**config.mk**
```make
export PLATFORM = sky130hd
export DESIGN_NAME = tcwd_top
export DESIGN_NICKNAME = d
export VERILOG_FILES = /design/src/tcwd_pkg.sv /design/src/tcwd_decode.sv /design/src/tcwd_irq.sv /design/src/tcwd_top.sv
export VERILOG_INCLUDE_DIRS = /design/src
export SDC_FILE = /design/constraint.sdc
export NUM_CORES = 1
export LEC_CHECK = 0
export BUFFER_PORTS_ARGS = -buffer_cell sky130_fd_sc_hd__buf_2
export CORE_ASPECT_RATIO = 0.9
export CORE_MARGIN = 2
export CORE_UTILIZATION = 49
export DETAILED_ROUTE_END_ITERATION = 10
export GPL_TIMING_DRIVEN = 1
export PLACE_DENSITY = 0.79
export SETUP_SLACK_MARGIN = 0.5
export SYNTH_ARGS = -nofsm -noshare
export SYNTH_HDL_FRONTEND = slang
export SYNTH_SLANG_ARGS = --single-unit
```
**constraint.sdc**
```tcl
create_clock -name CLOCK_I -period 2.4 [get_ports CLOCK_I]
set_clock_uncertainty 0.15 [all_clocks]
set_input_delay 0.36 -clock CLOCK_I [delete_from_list [all_inputs] [get_ports CLOCK_I]]
set_output_delay 0.36 -clock CLOCK_I [all_outputs]
set_load 0.02 [all_outputs]
```
**src/tcwd_params.svh**
```systemverilog
// Constants for the transfer control word decoder: register offsets,
// control byte field positions, reset values and interrupt bit positions.
// Assumes the includer works with byte addresses on a 32-bit register bus.
`ifndef TCWD_PARAMS_SVH
`define TCWD_PARAMS_SVH

// Register byte offsets.
`define TCWD_CH6_OFFSET    8'h00
`define TCWD_CH7_OFFSET    8'h04
`define TCWD_STATUS_OFFSET 8'h08
`define TCWD_MASK_OFFSET   8'h0C
`define TCWD_ACTIVE_OFFSET 8'h10

// Control byte field positions.
`define TCWD_UNIT_WIDTH_BIT  6
`define TCWD_RPT_IRQ_EN_BIT  5
`define TCWD_CHAIN_BIT       4
`define TCWD_DST_INC_BIT     3
`define TCWD_SRC_INC_BIT     2
`define TCWD_RPT_AREA_BIT    1
`define TCWD_MODE_BIT        0

// Reset values of the control bytes and interrupt registers.
`define TCWD_CH6_RESET    7'h50
`define TCWD_CH7_RESET    7'h10
`define TCWD_STATUS_RESET 4'h0
`define TCWD_MASK_RESET   4'h0

// Status and mask bit positions.
`define TCWD_ST_RPT_CH6   0
`define TCWD_ST_RPT_CH7   1
`define TCWD_ST_END_CH6   2
`define TCWD_ST_END_CH7   3

// Bus responses.
`define TCWD_RESP_OKAY   2'h0
`define TCWD_RESP_SLVERR 2'h2

`endif

```
**src/tcwd_pkg.sv**
```systemverilog
// Types shared by the transfer control word decoder files.
// Assumes nothing beyond a SystemVerilog compiler.
package tcwd_pkg;

   // Write channel states, one-hot.
   typedef enum logic [1:0] {
      TCWD_WR_IDLE = 2'h1,
      TCWD_WR_RESP = 2'h2
   } tcwd_wr_state_t;

   // Read channel states, one-hot.
   typedef enum logic [1:0] {
      TCWD_RD_IDLE = 2'h1,
      TCWD_RD_DATA = 2'h2
   } tcwd_rd_state_t;

endpackage : tcwd_pkg

```
**src/tcwd_decode.sv**
```systemverilog
// Combinational decode of one seven-bit transfer control byte into the
// controls the transfer engine acts on. Assumes the byte is stable.
`timescale 1ns/1ps
`include "tcwd_params.svh"

module tcwd_decode (
   // Stored control byte, bit 7 excluded.
   input  wire logic [6:0] ctrl_i,
   // Decoded controls.
   output logic            unit_16bit_o,
   output logic            repeat_mode_o,
   output logic            repeat_irq_en_o,
   output logic            chain_o,
   output logic            src_inc_o,
   output logic            dst_inc_o,
   output logic            repeat_src_o
);

   // Masking of fields that the mode makes meaningless.
   always_comb begin
      unit_16bit_o    = ctrl_i[`TCWD_UNIT_WIDTH_BIT];
      repeat_mode_o   = ctrl_i[`TCWD_MODE_BIT];
      repeat_irq_en_o = ctrl_i[`TCWD_RPT_IRQ_EN_BIT] & ctrl_i[`TCWD_MODE_BIT];
      chain_o         = ctrl_i[`TCWD_CHAIN_BIT];
      repeat_src_o    = ctrl_i[`TCWD_RPT_AREA_BIT] & ctrl_i[`TCWD_MODE_BIT];
      dst_inc_o       = (ctrl_i[`TCWD_MODE_BIT] & ~ctrl_i[`TCWD_RPT_AREA_BIT])
                        | ctrl_i[`TCWD_DST_INC_BIT];
      src_inc_o       = (ctrl_i[`TCWD_MODE_BIT] & ctrl_i[`TCWD_RPT_AREA_BIT])
                        | ctrl_i[`TCWD_SRC_INC_BIT];
   end

endmodule : tcwd_decode

```
**src/tcwd_irq.sv**
```systemverilog
// Sticky event status with write-one-to-clear, a mask and one level
// interrupt. Assumes events and clears are single-cycle pulses on the clock.
`timescale 1ns/1ps

module tcwd_irq #(
   parameter int          WIDTH      = 4,
   parameter logic [3:0]  MASK_RESET = 4'h0
) (
   // Clock and reset.
   input  wire logic             clk_i,
   input  wire logic             rst_i,
   // Event pulses and software access.
   input  wire logic [WIDTH-1:0] event_i,
   input  wire logic [WIDTH-1:0] clear_i,
   input  wire logic             mask_wr_i,
   input  wire logic [WIDTH-1:0] mask_data_i,
   // State seen by software and the interrupt line.
   output logic      [WIDTH-1:0] status_o,
   output logic      [WIDTH-1:0] mask_o,
   output logic                  irq_o
);

   typedef struct packed {
      logic [WIDTH-1:0] status;
      logic [WIDTH-1:0] mask;
      logic             irq;
   } tcwd_irq_state_t;

   tcwd_irq_state_t st;
   tcwd_irq_state_t next_st;

   // A set arriving with its own clear wins, so no event is lost.
   always_comb begin
      next_st        = st;
      next_st.status = (st.status & ~clear_i) | event_i;
      if (mask_wr_i) begin
         next_st.mask = mask_data_i;
      end
      next_st.irq    = |(next_st.status & next_st.mask);
   end

   // State register.
   always_ff @(posedge clk_i) begin
      if (rst_i) begin
         st.status <= '0;
         st.mask   <= MASK_RESET[WIDTH-1:0];
         st.irq    <= 1'b0;
      end else begin
         st <= next_st;
      end
   end

   assign status_o = st.status;
   assign mask_o   = st.mask;
   assign irq_o    = st.irq;

endmodule : tcwd_irq

```
**src/tcwd_top.sv**
```systemverilog
// Transfer control word decoder: holds the control bytes of two transfer
// channels behind an AXI4-Lite slave, presents the decoded controls of the
// channel that the transfer engine has selected, and raises interrupts on
// repeat-mode block ends and on chain ends.
// Assumes the engine runs on CLOCK_I and drives CH_SEL_I and BLOCK_DONE_I
// from logic on the same clock, so they are not synchronised here.
//
// The implementer's own choices: the AXI4-Lite register port and the register addresses.
`timescale 1ns/1ps
`include "tcwd_params.svh"

module tcwd_top (
   // Clock and synchronous reset.
   input  wire logic        CLOCK_I,
   input  wire logic        RST_I,
   // AXI4-Lite write address channel.
   input  wire logic        AXI_AWVALID_I,
   output logic             AXI_AWREADY_O,
   input  wire logic [7:0]  AXI_AWADDR_I,
   // AXI4-Lite write data channel.
   input  wire logic        AXI_WVALID_I,
   output logic             AXI_WREADY_O,
   input  wire logic [31:0] AXI_WDATA_I,
   input  wire logic [3:0]  AXI_WSTRB_I,
   // AXI4-Lite write response channel.
   output logic             AXI_BVALID_O,
   input  wire logic        AXI_BREADY_I,
   output logic [1:0]       AXI_BRESP_O,
   // AXI4-Lite read address channel.
   input  wire logic        AXI_ARVALID_I,
   output logic             AXI_ARREADY_O,
   input  wire logic [7:0]  AXI_ARADDR_I,
   // AXI4-Lite read data channel.
   output logic             AXI_RVALID_O,
   input  wire logic        AXI_RREADY_I,
   output logic [31:0]      AXI_RDATA_O,
   output logic [1:0]       AXI_RRESP_O,
   // Transfer engine side.
   input  wire logic        CH_SEL_I,
   input  wire logic        BLOCK_DONE_I,
   output logic             UNIT_16BIT_O,
   output logic             REPEAT_MODE_O,
   output logic             REPEAT_SRC_O,
   output logic             SRC_INC_O,
   output logic             DST_INC_O,
   output logic             CHAIN_NEXT_O,
   output logic             REPEAT_IRQ_O,
   // Interrupt.
   output logic             IRQ_O
);

   // Everything the module remembers outside the interrupt block, registered as one word.
   typedef struct packed {
      tcwd_pkg::tcwd_wr_state_t wr;
      tcwd_pkg::tcwd_rd_state_t rd;
      logic                     awready;
      logic                     aw_held;
      logic [7:0]               aw_addr;
      logic                     wready;
      logic                     w_held;
      logic [31:0]              w_data;
      logic [3:0]               w_strb;
      logic [1:0]               bresp;
      logic                     arready;
      logic [31:0]              rdata;
      logic [1:0]               rresp;
      logic [6:0]               ch6;
      logic [6:0]               ch7;
      logic                     unit_16bit;
      logic                     repeat_mode;
      logic                     repeat_src;
      logic                     src_inc;
      logic                     dst_inc;
      logic                     chain_next;
      logic                     repeat_irq;
   } tcwd_top_state_t;

   tcwd_top_state_t st;
   tcwd_top_state_t next_st;

   // Decoded controls of each channel.
   logic [1:0] dec_unit_16bit;
   logic [1:0] dec_repeat_mode;
   logic [1:0] dec_irq_en;
   logic [1:0] dec_chain;
   logic [1:0] dec_src_inc;
   logic [1:0] dec_dst_inc;
   logic [1:0] dec_repeat_src;

   // Interrupt block connections.
   logic [3:0] irq_event;
   logic [3:0] irq_clear;
   logic       irq_mask_wr;
   logic [3:0] irq_status;
   logic [3:0] irq_mask;
   logic       irq_line;

   // Helpers for the write and read decode.
   logic       wr_fire;
   logic       rd_fire;
   logic [1:0] sel_onehot;

   // True when a byte address names a mapped register.
   function automatic logic tcwd_mapped(input logic [7:0] addr);
      tcwd_mapped = (addr == `TCWD_CH6_OFFSET)
                 || (addr == `TCWD_CH7_OFFSET)
                 || (addr == `TCWD_STATUS_OFFSET)
                 || (addr == `TCWD_MASK_OFFSET)
                 || (addr == `TCWD_ACTIVE_OFFSET);
   endfunction : tcwd_mapped

   // Upper byte lanes carry nothing, so they are ignored on purpose.
   // Stored byte with the low lane enable applied; bit 7 never stored.
   function automatic logic [6:0] tcwd_merge(input logic [6:0] old,
                                             input logic [31:0] data,
                                             input logic [3:0] strb);
      tcwd_merge = strb[0] ? data[6:0] : old;
   endfunction : tcwd_merge

   // One decoder per channel; the engine may switch channels every cycle.
   // Two decoders cost a little area, but the select mux then sits after
   // the decode, so a channel switch shows after a single edge.
   tcwd_decode u_dec6 (
      .ctrl_i          (st.ch6),
      .unit_16bit_o    (dec_unit_16bit[0]),
      .repeat_mode_o   (dec_repeat_mode[0]),
      .repeat_irq_en_o (dec_irq_en[0]),
      .chain_o         (dec_chain[0]),
      .src_inc_o       (dec_src_inc[0]),
      .dst_inc_o       (dec_dst_inc[0]),
      .repeat_src_o    (dec_repeat_src[0])
   );

   tcwd_decode u_dec7 (
      .ctrl_i          (st.ch7),
      .unit_16bit_o    (dec_unit_16bit[1]),
      .repeat_mode_o   (dec_repeat_mode[1]),
      .repeat_irq_en_o (dec_irq_en[1]),
      .chain_o         (dec_chain[1]),
      .src_inc_o       (dec_src_inc[1]),
      .dst_inc_o       (dec_dst_inc[1]),
      .repeat_src_o    (dec_repeat_src[1])
   );

   // A write lands when both halves are held and no response is pending.
   // A second address may be caught while the response waits; it is then
   // held, with ready low, until the master has taken the response.
   assign wr_fire   = (st.wr == tcwd_pkg::TCWD_WR_IDLE) && st.aw_held && st.w_held;
   assign rd_fire   = (st.rd == tcwd_pkg::TCWD_RD_IDLE) && AXI_ARVALID_I && st.arready;
   assign sel_onehot = CH_SEL_I ? 2'h2 : 2'h1;

   // Block-end events of the selected channel.
   // A block end is charged to the channel selected in the same cycle, so
   // the engine must raise its pulse before it moves to another channel.
   always_comb begin
      irq_event[`TCWD_ST_RPT_CH6] = BLOCK_DONE_I && sel_onehot[0] && dec_irq_en[0];
      irq_event[`TCWD_ST_RPT_CH7] = BLOCK_DONE_I && sel_onehot[1] && dec_irq_en[1];
      irq_event[`TCWD_ST_END_CH6] = BLOCK_DONE_I && sel_onehot[0] && !dec_chain[0];
      irq_event[`TCWD_ST_END_CH7] = BLOCK_DONE_I && sel_onehot[1] && !dec_chain[1];
   end

   // Software side of the interrupt block, qualified by the low lane.
   // A clear that meets a new event of the same bit loses inside the
   // interrupt block, so a late acknowledge never hides an event.
   always_comb begin
      irq_clear   = 4'h0;
      irq_mask_wr = 1'b0;
      if (wr_fire && st.w_strb[0]) begin
         if (st.aw_addr == `TCWD_STATUS_OFFSET) begin
            irq_clear = st.w_data[3:0];
         end
         if (st.aw_addr == `TCWD_MASK_OFFSET) begin
            irq_mask_wr = 1'b1;
         end
      end
   end

   tcwd_irq #(
      .WIDTH      (4),
      .MASK_RESET (`TCWD_MASK_RESET)
   ) u_irq (
      .clk_i       (CLOCK_I),
      .rst_i       (RST_I),
      .event_i     (irq_event),
      .clear_i     (irq_clear),
      .mask_wr_i   (irq_mask_wr),
      .mask_data_i (st.w_data[3:0]),
      .status_o    (irq_status),
      .mask_o      (irq_mask),
      .irq_o       (irq_line)
   );

   // Next state: bus channels, register writes, reads and engine outputs.
   always_comb begin
      next_st = st;

      // Address and data are caught independently, in either order.
      if (AXI_AWVALID_I && st.awready) begin
         next_st.aw_held = 1'b1;
         next_st.aw_addr = AXI_AWADDR_I;
      end
      if (AXI_WVALID_I && st.wready) begin
         next_st.w_held = 1'b1;
         next_st.w_data = AXI_WDATA_I;
         next_st.w_strb = AXI_WSTRB_I;
      end

      // Register write and response.
      unique case (st.wr)
         tcwd_pkg::TCWD_WR_IDLE: begin
            if (wr_fire) begin
               next_st.aw_held = 1'b0;
               next_st.w_held  = 1'b0;
               next_st.wr      = tcwd_pkg::TCWD_WR_RESP;
               next_st.bresp   = tcwd_mapped(st.aw_addr) ? `TCWD_RESP_OKAY
                                                         : `TCWD_RESP_SLVERR;
               if (st.aw_addr == `TCWD_CH6_OFFSET) begin
                  next_st.ch6 = tcwd_merge(st.ch6, st.w_data, st.w_strb);
               end
               if (st.aw_addr == `TCWD_CH7_OFFSET) begin
                  next_st.ch7 = tcwd_merge(st.ch7, st.w_data, st.w_strb);
               end
            end
         end
         tcwd_pkg::TCWD_WR_RESP: begin
            if (AXI_BREADY_I) begin
               next_st.wr = tcwd_pkg::TCWD_WR_IDLE;
            end
         end
      endcase

      // Registering readiness costs an idle cycle per write, but keeps the
      // ready outputs free of any path from the bus inputs.
      // Readiness is registered; it drops once a half is held.
      next_st.awready = !next_st.aw_held;
      next_st.wready  = !next_st.w_held;

      // Register read; the data word is captured at the address handshake.
      // Reads have no side effects, so reading the status register never
      // disturbs a pending interrupt.
      unique case (st.rd)
         tcwd_pkg::TCWD_RD_IDLE: begin
            if (rd_fire) begin
               next_st.rd    = tcwd_pkg::TCWD_RD_DATA;
               next_st.rresp = tcwd_mapped(AXI_ARADDR_I) ? `TCWD_RESP_OKAY
                                                         : `TCWD_RESP_SLVERR;
               next_st.rdata = 32'h0;
               if (AXI_ARADDR_I == `TCWD_CH6_OFFSET) begin
                  next_st.rdata = {25'h0, st.ch6};
               end
               if (AXI_ARADDR_I == `TCWD_CH7_OFFSET) begin
                  next_st.rdata = {25'h0, st.ch7};
               end
               if (AXI_ARADDR_I == `TCWD_STATUS_OFFSET) begin
                  next_st.rdata = {28'h0, irq_status};
               end
               if (AXI_ARADDR_I == `TCWD_MASK_OFFSET) begin
                  next_st.rdata = {28'h0, irq_mask};
               end
               // The active view reports the live select in bit 0 beside the
               // registered controls, so bit 0 may lead the others by a cycle.
               if (AXI_ARADDR_I == `TCWD_ACTIVE_OFFSET) begin
                  next_st.rdata = {24'h0, st.repeat_irq, st.chain_next,
                                   st.dst_inc, st.src_inc, st.repeat_src,
                                   st.repeat_mode, st.unit_16bit, CH_SEL_I};
               end
            end
         end
         tcwd_pkg::TCWD_RD_DATA: begin
            if (AXI_RREADY_I) begin
               next_st.rd = tcwd_pkg::TCWD_RD_IDLE;
            end
         end
      endcase
      next_st.arready = (next_st.rd == tcwd_pkg::TCWD_RD_IDLE);

      // Engine controls follow the selected channel one cycle later; the
      // engine is expected to hold its selection while it works.
      // A channel switch shows at the outputs after one edge; the engine
      // must not act on the controls in that cycle.
      // unit width out
      next_st.unit_16bit  = CH_SEL_I ? dec_unit_16bit[1] : dec_unit_16bit[0];
      next_st.repeat_mode = CH_SEL_I ? dec_repeat_mode[1] : dec_repeat_mode[0];
      next_st.repeat_src  = CH_SEL_I ? dec_repeat_src[1] : dec_repeat_src[0];
      next_st.src_inc     = CH_SEL_I ? dec_src_inc[1] : dec_src_inc[0];
      next_st.dst_inc     = CH_SEL_I ? dec_dst_inc[1] : dec_dst_inc[0];
      next_st.chain_next  = CH_SEL_I ? dec_chain[1] : dec_chain[0];
      next_st.repeat_irq  = irq_event[`TCWD_ST_RPT_CH6] | irq_event[`TCWD_ST_RPT_CH7];
   end

   // State register; the control bytes return to their set-up values on reset, the decoded controls to zero.
   // The reset branch writes constants only, so reset needs no valid
   // bus or engine inputs.
   always_ff @(posedge CLOCK_I) begin
      if (RST_I) begin
         st             <= '0;
         st.wr          <= tcwd_pkg::TCWD_WR_IDLE;
         st.rd          <= tcwd_pkg::TCWD_RD_IDLE;
         st.awready     <= 1'b1;
         st.wready      <= 1'b1;
         st.arready     <= 1'b1;
         st.ch6         <= `TCWD_CH6_RESET;
         st.ch7         <= `TCWD_CH7_RESET;
      end else begin
         st <= next_st;
      end
   end

   // Outputs come straight from the state register, IRQ_O from the interrupt block's register.
   // Valid flags are the one-hot state bits themselves, not a decode.
   assign AXI_AWREADY_O = st.awready;
   assign AXI_WREADY_O  = st.wready;
   assign AXI_BVALID_O  = st.wr[1];
   assign AXI_BRESP_O   = st.bresp;
   assign AXI_ARREADY_O = st.arready;
   assign AXI_RVALID_O  = st.rd[1];
   assign AXI_RDATA_O   = st.rdata;
   assign AXI_RRESP_O   = st.rresp;
   assign UNIT_16BIT_O  = st.unit_16bit;
   assign REPEAT_MODE_O = st.repeat_mode;
   assign REPEAT_SRC_O  = st.repeat_src;
   assign SRC_INC_O     = st.src_inc;
   assign DST_INC_O     = st.dst_inc;
   assign CHAIN_NEXT_O  = st.chain_next;
   assign REPEAT_IRQ_O  = st.repeat_irq;
   assign IRQ_O         = irq_line;

endmodule : tcwd_top

```
==> results of run 1 <==
## registers in the layout, indices dropped and copies added (netlist names), 4 cells and up
register        count
u_irq.mask_o        4
AXI_RDATA_O         8
st                 34
u_irq.status_o      4
## layer usage
metal	track usage, %	wire (microns)	vias to the layer above
li1	-	-	1180
met1	25.10	2865	1085
met2	30.31	2876	78
met3	4.416	316	8
met4	7.344	80	0
met5	0	0	-
## worst max path at each step
stage                                   start                          end  slack (ns)
floorplan           AXI_BVALID_O$_SDFFE_PP0P_          st[18]$_SDFFE_PP1P_        0.57
global placement              AXI_ARADDR_I[7]  AXI_RDATA_O[5]$_SDFFE_PP0P_        0.46
detailed placement            AXI_ARADDR_I[7]  AXI_RDATA_O[5]$_SDFFE_PP0P_        0.41
CTS                 AXI_BVALID_O$_SDFFE_PP0P_       u_irq.irq_o$_SDFF_PP0_        0.53
global route              st[99]$_SDFFE_PP0P_       u_irq.irq_o$_SDFF_PP0_        0.47
finish                    st[99]$_SDFFE_PP0P_       u_irq.irq_o$_SDFF_PP0_        0.59
## synth_stat cells (4+ instances only)
cell and instances:
sky130_fd_sc_hd__dfxtp_1 65, sky130_fd_sc_hd__a31oi_1 4, sky130_fd_sc_hd__nand3_1 4, sky130_fd_sc_hd__inv_1 14, sky130_fd_sc_hd__a221oi_1 5, sky130_fd_sc_hd__a211oi_1 5, sky130_fd_sc_hd__buf_4 38, sky130_fd_sc_hd__clkbuf_1 11
sky130_fd_sc_hd__nor2_1 39, sky130_fd_sc_hd__a21oi_1 25, sky130_fd_sc_hd__nor2b_1 4, sky130_fd_sc_hd__nand2_1 49, sky130_fd_sc_hd__mux2i_1 18, sky130_fd_sc_hd__and4b_1 4, sky130_fd_sc_hd__nand4_1 4
## where the power goes
group	internal, mW	leakage, nW	switching (mW)
Combinational	0.112	0.827	0.204
Sequential	1.13	0.530	0.0419
Clock	0.477	0.0912	0.430
## per-stage QoR
| stage | worst slack, ns | utilization [%] | hold WS [ns] |
|---|---|---|---|
| 2_1_floorplan | 0.5748 | - | 0.2822 |
| 3_3_place_gp | 0.4585 | 53.69 | 0.2906 |
| 3_5_place_dp | 0.4095 | 53.69 | 0.2992 |
| 4_1_cts | 0.5335 | 57.28 | 0.07634 |
| 5_1_grt | 0.4679 | 57.78 | 0.08584 |
| 6_report | 0.5900 | 57.78 | 0.08072 |
## cells by family after synthesis
logic type      count (synthesis)  share of synthesized area, %
buf+inv                        67                         14.08
mux                            21                         8.676
compound gates                 57                         12.87
simple gates                  125                         20.66
other cells                     1                        0.1256
flops                          65                         43.59
## what timing repair did
action | 4_1_cts | 5_1_grt
hold buffers | 0 | 0
buffers inserted | 1 | 1
gates resized for setup | 1 | 5
pin swaps | 1 | 2
endpoints found under the setup margin | 7 | 6
## final cells by class
cell class,instances,area share (%)
clock buffer,9,3.702
clock inverter,7,2.132
inverter,14,1.571
multi-input combinational,229,41.25
sequential,65,38.89
tap,70,2.618
timing repair buffer,60,9.835
==> impl_summary.md, run 1 <==
Run status
The run finished with clean final reports.

Global routing
Global routing used 19.03% of the available tracks. The maximum number of pins on one net before global-route repair is 35. The number of antenna violations at the first check in global routing is 0. The global-route wire length before repair is 10.17 mm. The number of global-route vias before repair was 2183. The overflow left after global routing is 0.

Finish
In the layout the commonest cells are sky130_fd_sc_hd__dfxtp_1 (65), sky130_fd_sc_hd__buf_2 (55), sky130_fd_sc_hd__nand2_1 (49). The most frequent standard cell in the layout excluding fill and tap cells is sky130_fd_sc_hd__dfxtp_1. The area used by multi-input combinational logic is 1380 sq um.

The number of diodes is 0. Fill cells in the final layout number 516. The net count of the finished layout is 440.

The finished cells cover 3346 sq um. Compared with the post-synthesis result, the final layout area differs by 12.07%. Cells with a size suffix above 1 make up 23.70% of the layout. In the final layout, flip-flops and latches occupy 1301 sq um. Leaving out filler cells and counting taps, the final layout contains 454.

Setup path
The data arrival time of the critical path is 1.86 ns. STA puts the critical path data required time at 2.45 ns. The number of buffer and inverter instances along the worst setup path is 1. The worst setup path is captured at a flop. Measured in cells, the most critical reg-to-reg path has a length of 6.

The startpoint type of the worst setup path is a flop. The terminus of the critical flop-to-flop path is u_irq.irq_o$_SDFF_PP0_. The signal on the critical path passes through nor4bb_2, nand4_1, buf_4, a21oi_1, o22a_1, a21oi_2. The gate family responsible for the most delay along the worst path is simple AND/OR/NAND/NOR gates. The worst stage delay on the critical path is 0.43 ns. The number of stages on the worst setup path is 6.

In this run the worst path has a maximum fanout of 6. The cell at the slowest stage of the critical path is sky130_fd_sc_hd__dfxtp_1. The reg-to-reg setup timing slack is 0.59 ns.

The critical register-to-register path startpoint is st[99]$_SDFFE_PP0P_. The kind of critical path is flop to flop.

Routing
The DRC violation count after routing is 0. The detailed-router iteration count before antenna repair is 4. The total routed wirelength is 6.138 mm. In the final routed layout, each cell accounts on average for 13.52 microns. The count of nets left with antenna violations once routing finished came out at 0. After the first detailed-routing iteration, the DRC count stood at 136.

The ratio of routed vias to standard cells is 5.178. The total vias in the final route is 2351.

Logic synthesis
Counting flops with an async set or reset pin after synthesis yields a share of 0%. In the synthesized netlist the dominant register cell turns out to be sky130_fd_sc_hd__dfxtp_1. Of all cell types, the one taking the most synthesized area is sky130_fd_sc_hd__dfxtp_1.

The average cell area after synthesis is 8.885 sq um. Summing every instance area after synthesis gives 2985 sq um. Yosys mapped the design onto 46 distinct sky130hd cell types. Counting flops with a built-in enable in the synthesized netlist gives 0.

The fraction of the yosys area taken by sequential cells is 43.59%. The number of warning messages in the yosys log is 0. The share of the synthesized area in the top cell type is 43.59%.

After synthesis the netlist holds a flip-flop and latch count of 65. Synthesis produced a netlist whose cell count is 336. By area the synthesized netlist is led by sky130_fd_sc_hd__dfxtp_1 (44%), sky130_fd_sc_hd__buf_4 (9.6%), sky130_fd_sc_hd__nand2_1 (6.2%), sky130_fd_sc_hd__mux2i_1 (6.0%), sky130_fd_sc_hd__nor2_1 (4.9%).

Timing
Setup violations remaining at the end of the flow were counted as 0. Setup repair after global routing left no endpoint under its margin. The setup TNS is 0 ns. Of the available clock period, the critical path in the final layout requires 75.42%. The slew at the pin with the worst max-slew slack is 0.6565 ns.

The number of hold violations in the final report is 0. The maximum clock frequency is 552.5 MHz. The count of pins over their slew limit is 0. The smallest clock period supported by the final layout is computed as 1.810 ns. The tightest slew margin relative to the limit is 56.23%.

Hold path
The worst min-delay path endpoint is AXI_BVALID_O$_SDFFE_PP0P_. The path category of the worst min-delay check is input pin to flop. The worst hold path startpoint is AXI_BREADY_I. Counting instances, the worst hold path has a depth of 2.

Run
The tool flagged a number of max-cap violations equal to 0.

Placement
The number of cells in the design after placement is 436. The count of buffers inserted at the top-level ports is 55. Once detailed placement completed, the half-perimeter wirelength came to 4.499 mm. After detailed placement, the total cell area comes to 3109 sq um. The last weighted congestion value of the routability-driven placer is 0.8526.

Clock network
The clock buffer count from CTS is 9. For the worst-skew pair, the clock arrives at the later sink with an insertion delay of 0.34 ns. CTS built an H-tree with a depth of 3.

The CTS tree is done. In this run the clock root is driven by a sky130_fd_sc_hd__clkbuf_8. The maximum clock insertion buffer count is 2. The clock edge transition at the registers on the reported setup and hold paths is 0.08 ns. For this design, the sink count on the clock tree is 65.

Die
The core area is 5791 sq um. The height of the chip is 78.05 microns. The boundary pin count is 110. The effective utilization at floorplan is 51.56%. After floorplanning, the core was divided into 26 placement rows.

The horizontal extent of the die is 86.28 microns. The die covers 6734 sq um.

Pwr
The standby leakage power is 1.449 nW. Total power for the finished layout comes to 2.400 mW. The worst voltage drop across the vdd grid is 0.0003252 V. The ratio of total power to cell area is 717.2 nW/um^2.
(Power assumes the default switching activity.)
==> inputs of run 2 (changes only) <==
--- a/config.mk
+++ b/config.mk
@@ -6,13 +6,14 @@
 export SDC_FILE = /design/constraint.sdc
 export NUM_CORES = 1
 export LEC_CHECK = 0
+export ABC_AREA = 1
 export BUFFER_PORTS_ARGS = -buffer_cell sky130_fd_sc_hd__buf_2
 export CORE_ASPECT_RATIO = 0.9
 export CORE_MARGIN = 2
-export CORE_UTILIZATION = 49
+export CORE_UTILIZATION = 45
 export DETAILED_ROUTE_END_ITERATION = 10
 export GPL_TIMING_DRIVEN = 1
-export PLACE_DENSITY = 0.79
+export PLACE_DENSITY = 0.77
 export SETUP_SLACK_MARGIN = 0.5
 export SYNTH_ARGS = -nofsm -noshare
 export SYNTH_HDL_FRONTEND = slang
==> constraint.sdc (replaced) <==
create_clock -name CLOCK_I -period 1.6 [get_ports CLOCK_I]
set_clock_uncertainty 0.15 [all_clocks]
set_input_delay 0.24 -clock CLOCK_I [delete_from_list [all_inputs] [get_ports CLOCK_I]]
set_output_delay 0.24 -clock CLOCK_I [all_outputs]
set_load 0.02 [all_outputs]
==> run 2 against run 1 <==
The flow now finishes with violations (negative hold slack). Global-route usage rose by 2.0 points. Area after synthesis up 1.3%. Synthesized cell count increased by 18%. Wire length grew 23%. First-iteration DRC count fell by 18%. Sequential power is 57% higher. Design area grew 26%. Largest power group unchanged.
==> impl_summary.md, run 2 <==
Die
The effective utilization at floorplan is 46.16% (-5.4 points). The height of the chip is 81.77 microns (+4.8%). The die outline area is 7393 sq um (+9.8%). The horizontal extent of the die is 90.41 microns (+4.8%). The core area is 6551 sq um (+13%).

The boundary pin count was 110 (unchanged). The standard-cell row count is 28 (+7.7%).

Finish
The net count of the finished layout came to 540 (+23%). The area overhead of the layout relative to synthesis is 39.93%. The library cell used most frequently in the layout, excluding fill and tap cells, is sky130_fd_sc_hd__nand2_1. The number of diodes is 0 (unchanged).

The core utilization of the finished layout came to 64.59% (+6.8 points). The post-route cell area is 4232 sq um (+26%). st holds more flip-flops than any other register. The count of fill cells added during filler insertion came to 571 (+11%). In the layout the commonest cells are sky130_fd_sc_hd__nand2_1 (48), sky130_fd_sc_hd__inv_1 (35), sky130_fd_sc_hd__dfxtp_1 (34). The flip-flop count of the largest register, all copies and words added came to 34 (unchanged). The share of layout cells above drive strength 1 came to 45.66% (+22 points).

Global routing
The maximum number of pins on one net before global-route repair is 24 (-31%). The global-route wire length before repair came to 12.26 mm (+21%). The all-layer global routing usage is 21.02% (+2.0 points).

The number of global-route vias before repair is 2675 (+23%). The number of antenna violations at the first check in global routing is 0 (unchanged). The overflow left after global routing is 0 (unchanged).

Logic synthesis
By instance count, the leading cell after synthesis is sky130_fd_sc_hd__dfxtp_1. The average cell area after synthesis is 7.598 sq um (-14%). The number of enable-type register cells in the synthesized netlist is 0 (unchanged). The number of unique standard cell types used by synthesis is 28 (-39%). The number of warning messages in the yosys log is 0 (unchanged). By area the synthesized netlist is led by sky130_fd_sc_hd__dfxtp_1 (43%), sky130_fd_sc_hd__buf_4 (8.9%), sky130_fd_sc_hd__nand2_1 (7.9%), sky130_fd_sc_hd__a21oi_1 (6.8%), sky130_fd_sc_hd__o21ai_0 (5.8%). Of all cell types, the one taking the most synthesized area is sky130_fd_sc_hd__dfxtp_1. The fraction of the yosys area taken by sequential cells is 43.03% (-0.56 points).

The share of the synthesized area in the top cell type came to 43.03% (-0.56 points). The proportion of register bits with asynchronous set or reset after synthesis was 0% (unchanged). The flip-flop cell with the highest count after synthesis is sky130_fd_sc_hd__dfxtp_1.

The cell count after synthesis is 398 (+18%). After synthesis, the most frequently instantiated cells are sky130_fd_sc_hd__dfxtp_1 (65), sky130_fd_sc_hd__nand2_1 (64), sky130_fd_sc_hd__inv_1 (42), sky130_fd_sc_hd__a21oi_1 (41), sky130_fd_sc_hd__nor2_1 (37). The number of storage elements in the synthesis netlist is 65 (unchanged). The post-synthesis instance area is 3024 sq um (+1.3%).

Setup path
STA classifies the critical path endpoint as a flop. The biggest fanout along the worst timing path is 7 (+1). The kind of critical path is flop to flop. The data arrival time of the critical path is 1.68 ns (-0.18 ns). The worst setup path is launched from a flop.

The reg-to-reg setup timing slack is 0.04 ns (-0.55 ns). The critical path data required time came to 1.72 ns (-0.73 ns).

Clock network
The clock edge transition at the registers on the reported setup and hold paths is 0.07 ns (about the same). TritonCTS built the clock tree. The number of clock sinks seen by CTS was 65 (unchanged). The maximum clock insertion buffer count is 2 (unchanged).

The clock buffer count from CTS came to 9 (unchanged). The total number of H-tree levels was 3 (unchanged). The clock latency at the later pin of the worst-skew pair is 0.34 ns (about the same). The tree is rooted in a sky130_fd_sc_hd__clkbuf_8.

Routing
The routed length on met1 is 3.300 mm (+15%). The met2 routed wirelength was 3.711 mm (+29%). The total vias in the final route came to 2776 (+18%). The ratio of routed vias to standard cells is 4.836 (-6.6%).

The count of nets left with antenna violations after detail routing is 0 (unchanged). The met3 layer wire length in the routed design was 419 microns (+33%). The violation count after the first detailed-routing iteration is 111 (-18%). The highest metal layer carrying signal wires in the routed design is met4. The DRC violation count after routing is 0 (unchanged).

The detailed-router iteration count before antenna repair is 4 (unchanged). The average detailed-routed wire length per instance is 13.17 microns (-2.6%). The total routed wirelength came to 7.558 mm (+23%).

Pwr
The ratio of total power to cell area is 1006 nW/um^2 (+40%). The worst voltage drop across the vdd grid is 0.0007091 V (+120%). The standby leakage power is 1.832 nW (+26%).

Placement
The half-perimeter wire length after placement is 5.009 mm (+11%). The post-place instance area is 3416 sq um (+9.9%). The last weighted congestion value of the routability-driven placer was 0.8625 (+1.2%).

The count of buffers inserted at the top-level ports is 55 (unchanged).

Run status
The run finished, with violations left. The final reports fail on negative hold slack.

Run
The count of maximum capacitance violations is 0 (unchanged).

Timing
The shortest period the worst path allows is 1.564 ns (-0.2457 ns). The count of pins over their slew limit is 0 (unchanged). The number of hold violations in the final report came to 1 (+1).

Setup repair after global routing could not meet its margin everywhere. The part of the cycle the worst path needs came to 97.77% (+22 points). The final number of setup-violating endpoints is 0 (unchanged). The maximum clock frequency is 639.2 MHz (+16%). The post-route worst hold slack is -0.007795 ns (-0.08852 ns).

Hold path
The path class of the tightest hold or removal check is input pin to flop.
==> run 2: cell types whose count changed in the layout (fill, tap and decap cells not counted), sizes merged, moves of 4 or more <==
cell    before  now
buf         60   88
o21ai        3   35
a221oi       5    1
nand3        4   28
nor2b        4    0
mux2i       18    0
a21oi       26   41
and4b        4    0
nor2        39   47
inv         14   42
nand2       50   67
==> run 2: final cells by class <==
class / instances / area, sq um / area share, %
Multi-Input combinational cell: 269 / 1653 / 39.06
Sequential cell: 65 / 1353 / 31.96
Timing Repair Buffer: 91 / 715.7 / 16.91
Clock buffer: 12 / 176.4 / 4.169
Inverter: 43 / 173.9 / 4.110
Tap cell: 90 / 112.6 / 2.661
Clock inverter: 4 / 47.55 / 1.124
==> run 2: metal layers <==
layer,vias to the layer above,global-route usage [%]
li1,1414,-
met1,1268,25.03
met2,81,37.67
met3,13,5.596
met4,0,6.615
met5,-,0
==> run 2: report_power, final <==
group          total [mW]  switching [mW]  internal [mW]
clock network        1.53           0.634          0.894
logic               0.881           0.507          0.374
registers            1.85           0.105           1.74
==> run 2: logic make-up after synthesis <==
group / after synthesis / synth area share (%)
DFF: 65 / 43.03
other: 1 / 0.1240
and+or+nand+nor: 152 / 23.79
AOI/OAI and AO/OA: 91 / 17.09
buffers and inverters: 89 / 15.97
==> run 2: worst paths after layout <==
path | startpoint | to | cells past startpoint
min | AXI_AWADDR_I[7] | st[103]$_SDFFE_PP0P_ | 3
max | AXI_BVALID_O$_SDFFE_PP0P_ | st[12]$_SDFFE_PP0P_ | 7
max reg2reg | AXI_BVALID_O$_SDFFE_PP0P_ | st[12]$_SDFFE_PP0P_ | 7
min reg2reg | st[19]$_SDFFE_PP0P_ | st[19]$_SDFFE_PP0P_ | 2
==> run 2: what timing repair did <==
item	CTS	global route
resized for setup	89	44
endpoints found under the hold margin	3	0
buffers inserted	16	9
gates cloned	0	0
hold buffers	3	0
pin swaps	11	15
setup endpoints to repair	72	78
==> run 2: stage by stage <==
stage	total power [mW]	std cells	setup slack, ns	setup TNS (ns)
after global placement	2.441	530	0.07739	0
after floorplan	2.362	423	0.1928	0
after detailed placement	2.463	530	0.05007	0
after CTS	4.158	565	0.08575	0
after global routing	4.445	574	-0.05021	-0.1540
final	4.256	574	0.03561	0
==> run 2: worst max-delay path: stages (launching register included) <==
cell and delay, ns:
sky130_fd_sc_hd__dfxtp_4 0.36, sky130_fd_sc_hd__nor2_4 0.13, sky130_fd_sc_hd__buf_4 0.13, sky130_fd_sc_hd__nand3_4 0.08, sky130_fd_sc_hd__nor2_4 0.12, sky130_fd_sc_hd__nand4_4 0.18
sky130_fd_sc_hd__buf_6 0.18, sky130_fd_sc_hd__a211oi_2 0.15
==> inputs of run 3 (changes only) <==
--- a/config.mk
+++ b/config.mk
@@ -13,7 +13,7 @@
 export CORE_UTILIZATION = 45
 export DETAILED_ROUTE_END_ITERATION = 10
 export GPL_TIMING_DRIVEN = 1
-export PLACE_DENSITY = 0.77
+export PLACE_DENSITY = 0.8
 export SETUP_SLACK_MARGIN = 0.5
 export SYNTH_ARGS = -nofsm -noshare
 export SYNTH_HDL_FRONTEND = slang
==> run 3 against run 2 <==
The flow still finishes with violations (negative hold slack). Sequential share of layout area about the same. Cell count increased by 1.0%. Flip-flop and latch count unchanged. First-iteration DRC count increased by 32%. Sequential power about the same. Wire length increased by 5.1%. Global-route usage decreased by 0.18 points. Largest cell class unchanged. Critical endpoint is now st[13]$_SDFFE_PP0P_.
==> impl_summary.md, run 3 (synthesized netlist as in run 2, its figures left out) <==
Finish
The net count of the finished layout is 546 (+1.1%). Ranked by flip-flop count, first place goes to st. The top cell types in the final layout, fill and taps aside, are sky130_fd_sc_hd__nand2_1 (49), sky130_fd_sc_hd__inv_1 (35), sky130_fd_sc_hd__buf_4 (34), sky130_fd_sc_hd__dfxtp_1 (34). The share of layout cells above drive strength 1 is 45.92% (+0.26 points). The area overhead of the layout relative to synthesis is 39.47%. The post-route cell area came to 4218 sq um (-0.33%). The flip-flop count of the largest register, all copies and words added was 34 (unchanged). The sequential cell area came to 1350 sq um (-0.19%). The count of fill cells added during filler insertion is 536 (-6.1%). The number of diodes is 0 (unchanged). Leaving out fill and tap cells, the most frequent cell in the layout is sky130_fd_sc_hd__nand2_1. The area used by multi-input combinational logic was 1652 sq um (about the same).

Clock network
TritonCTS built the clock tree. The clock latency at the later pin of the worst-skew pair is 0.34 ns (about the same). The number of clock sinks seen by CTS was 65 (unchanged).

The root buffer cell is sky130_fd_sc_hd__clkbuf_8. The maximum clock insertion buffer count is 2 (unchanged). The total number of H-tree levels came to 3 (unchanged). The clock buffer count from CTS was 9 (unchanged). The clock edge transition at the registers on the reported setup and hold paths is 0.06 ns (about the same).

Placement
The last weighted congestion value of the routability-driven placer is 0.8661 (+0.42%). The post-place instance area is 3416 sq um (unchanged). The count of buffers inserted at the top-level ports is 55 (unchanged). The half-perimeter wire length after placement was 4.983 mm (-0.51%).

Run status
The checks that failed: negative hold slack. The run finished, with violations left.

Global routing
The number of antenna violations at the first check in global routing is 0 (unchanged). The global-route wire length before repair is 12.01 mm (-2.0%). The maximum number of pins on one net before global-route repair is 19 (-21%). The number of global-route vias before repair was 2622 (-2.0%). The all-layer global routing usage is 20.84% (-0.18 points).

The overflow left after global routing is 0 (unchanged).

Timing
The maximum clock frequency is 645.4 MHz (+0.97%). The count of pins over their slew limit came to 0 (unchanged). The post-route worst hold slack is -0.004386 ns (+0.003409 ns). The number of hold violations in the final report is 1 (unchanged). The shortest period the worst path allows came to 1.549 ns (-0.01503 ns). Setup repair after global routing could not meet its margin everywhere. The final number of setup-violating endpoints is 0 (unchanged). The part of the cycle the worst path needs came to 96.84% (-0.94 points).

Setup path
The biggest fanout along the worst timing path is 8 (+1). The kind of critical path is flop to flop. The data arrival time of the critical path is 1.67 ns (about the same). STA classifies the critical path startpoint as a flop.

The endpoint class of the critical path is a flop. The critical path data required time is 1.72 ns (about the same).

Routing
The total routed wirelength was 7.941 mm (+5.1%). The violation count after the first detailed-routing iteration is 147 (+32%). The average detailed-routed wire length per instance was 13.69 microns (+4.0%).

The count of nets left with antenna violations after detail routing is 0 (unchanged). The detailed-router iteration count before antenna repair is 4 (unchanged). The ratio of routed vias to standard cells is 4.898 (+1.3%).

The total vias in the final route is 2841 (+2.3%). The DRC violation count after routing came to 0 (unchanged).

Die
The horizontal extent of the die is 90.41 microns (unchanged). The standard-cell row count came to 28 (unchanged). The effective utilization at floorplan is 46.16% (unchanged). The core area is 6551 sq um (unchanged). The boundary pin count is 110 (unchanged).

The die outline area is 7393 sq um (unchanged). The height of the chip is 81.77 microns (unchanged).

Run
The count of maximum capacitance violations came to 0 (unchanged).

Pwr
The switching power share of the total was 30.88% (+1.6 points). The register share of total power came to 46.3% (+2.9 points). The standby leakage power is 1.848 nW (+0.89%). The clock power share is 29.6% (-6.3 points).

The net switching power of the design is 1.233 mW (-1.0%). The internal power component is 2.759 mW (-8.4%). The worst voltage drop across the vdd grid came to 0.0006682 V (-5.8%). The ratio of total power to cell area came to 946.3 nW/um^2 (-5.9%). The portion of total power attributed to combinational logic is 24.1% (+3.4 points).

Hold path
The path category of the worst min-delay check is input pin to flop.
==> run 3: metrics by stage <==
step                      TNS (ns)  power, mW  setup WS (ns)  util (%)  std cells
after floorplan                  0      2.362         0.1928         -        423
after global placement           0      2.433        0.08445     52.14        530
after detailed placement         0      2.450        0.03848     52.14        530
after CTS                        0      3.864        0.08471     61.54        569
after global routing       -0.1701      4.185       -0.05356     64.38        580
final                            0      3.991        0.05064     64.38        580
==> run 3: final timing paths <==
path / startpoint / end / slack, ns / cells after the start
setup / recovery: AXI_BVALID_O$_SDFFE_PP0P_ / st[13]$_SDFFE_PP0P_ / 0.05 / 8
hold / removal: AXI_WDATA_I[5] / st[67]$_SDFFE_PP0P_ / -0.004 / 3
setup reg to reg: AXI_BVALID_O$_SDFFE_PP0P_ / st[13]$_SDFFE_PP0P_ / 0.05 / 8
hold reg to reg: st[104]$_SDFF_PP0_ / AXI_AWREADY_O$_SDFF_PP1_ / 0.32 / 1
==> run 3: power by group through the flow <==
stage                     sequential [mW]  combinational [mW]  clock (mW)
after global placement               1.84               0.594           0
after detailed placement             1.84               0.607           0
after CTS                            1.84               0.813        1.21
final                                1.85               0.960        1.18
after floorplan                      1.87               0.497           0
after global routing                 1.86                1.03        1.29
==> run 3: layout make-up <==
class | instances | share of cell area, %
multi-input cells | 270 | 39.16
well taps | 90 | 2.670
clock buffers | 12 | 3.441
flip-flops and latches | 65 | 32.01
repair buffers | 96 | 17.95
clock inverters | 4 | 0.4746
inverters | 43 | 4.301
==> run 3: metal layers <==
layer  share of wire, %  GRT usage, %
met2                 50         37.52
met1                 43         24.40
met4               0.99         5.692
met5                  0             0
met3                6.1         6.514
==> run 3: worst max-delay path, stage by stage (launching register included) <==
cell                       delay (ns)
sky130_fd_sc_hd__dfxtp_4         0.35
sky130_fd_sc_hd__nor2_4          0.12
sky130_fd_sc_hd__buf_4           0.13
sky130_fd_sc_hd__nand3_4         0.08
sky130_fd_sc_hd__nor2_4          0.15
sky130_fd_sc_hd__nand4_4         0.18
sky130_fd_sc_hd__clkinv_4        0.15
sky130_fd_sc_hd__o21ai_2         0.06
sky130_fd_sc_hd__a21oi_1         0.12
==> run 3: repair_timing <==
item,in CTS,in global routing
setup buffers,18,11
cloned,1,0
setup endpoints to repair,71,76
resized for setup,95,32
hold buffers,4,0
endpoints found under the hold margin,4,0
pin swaps,13,16
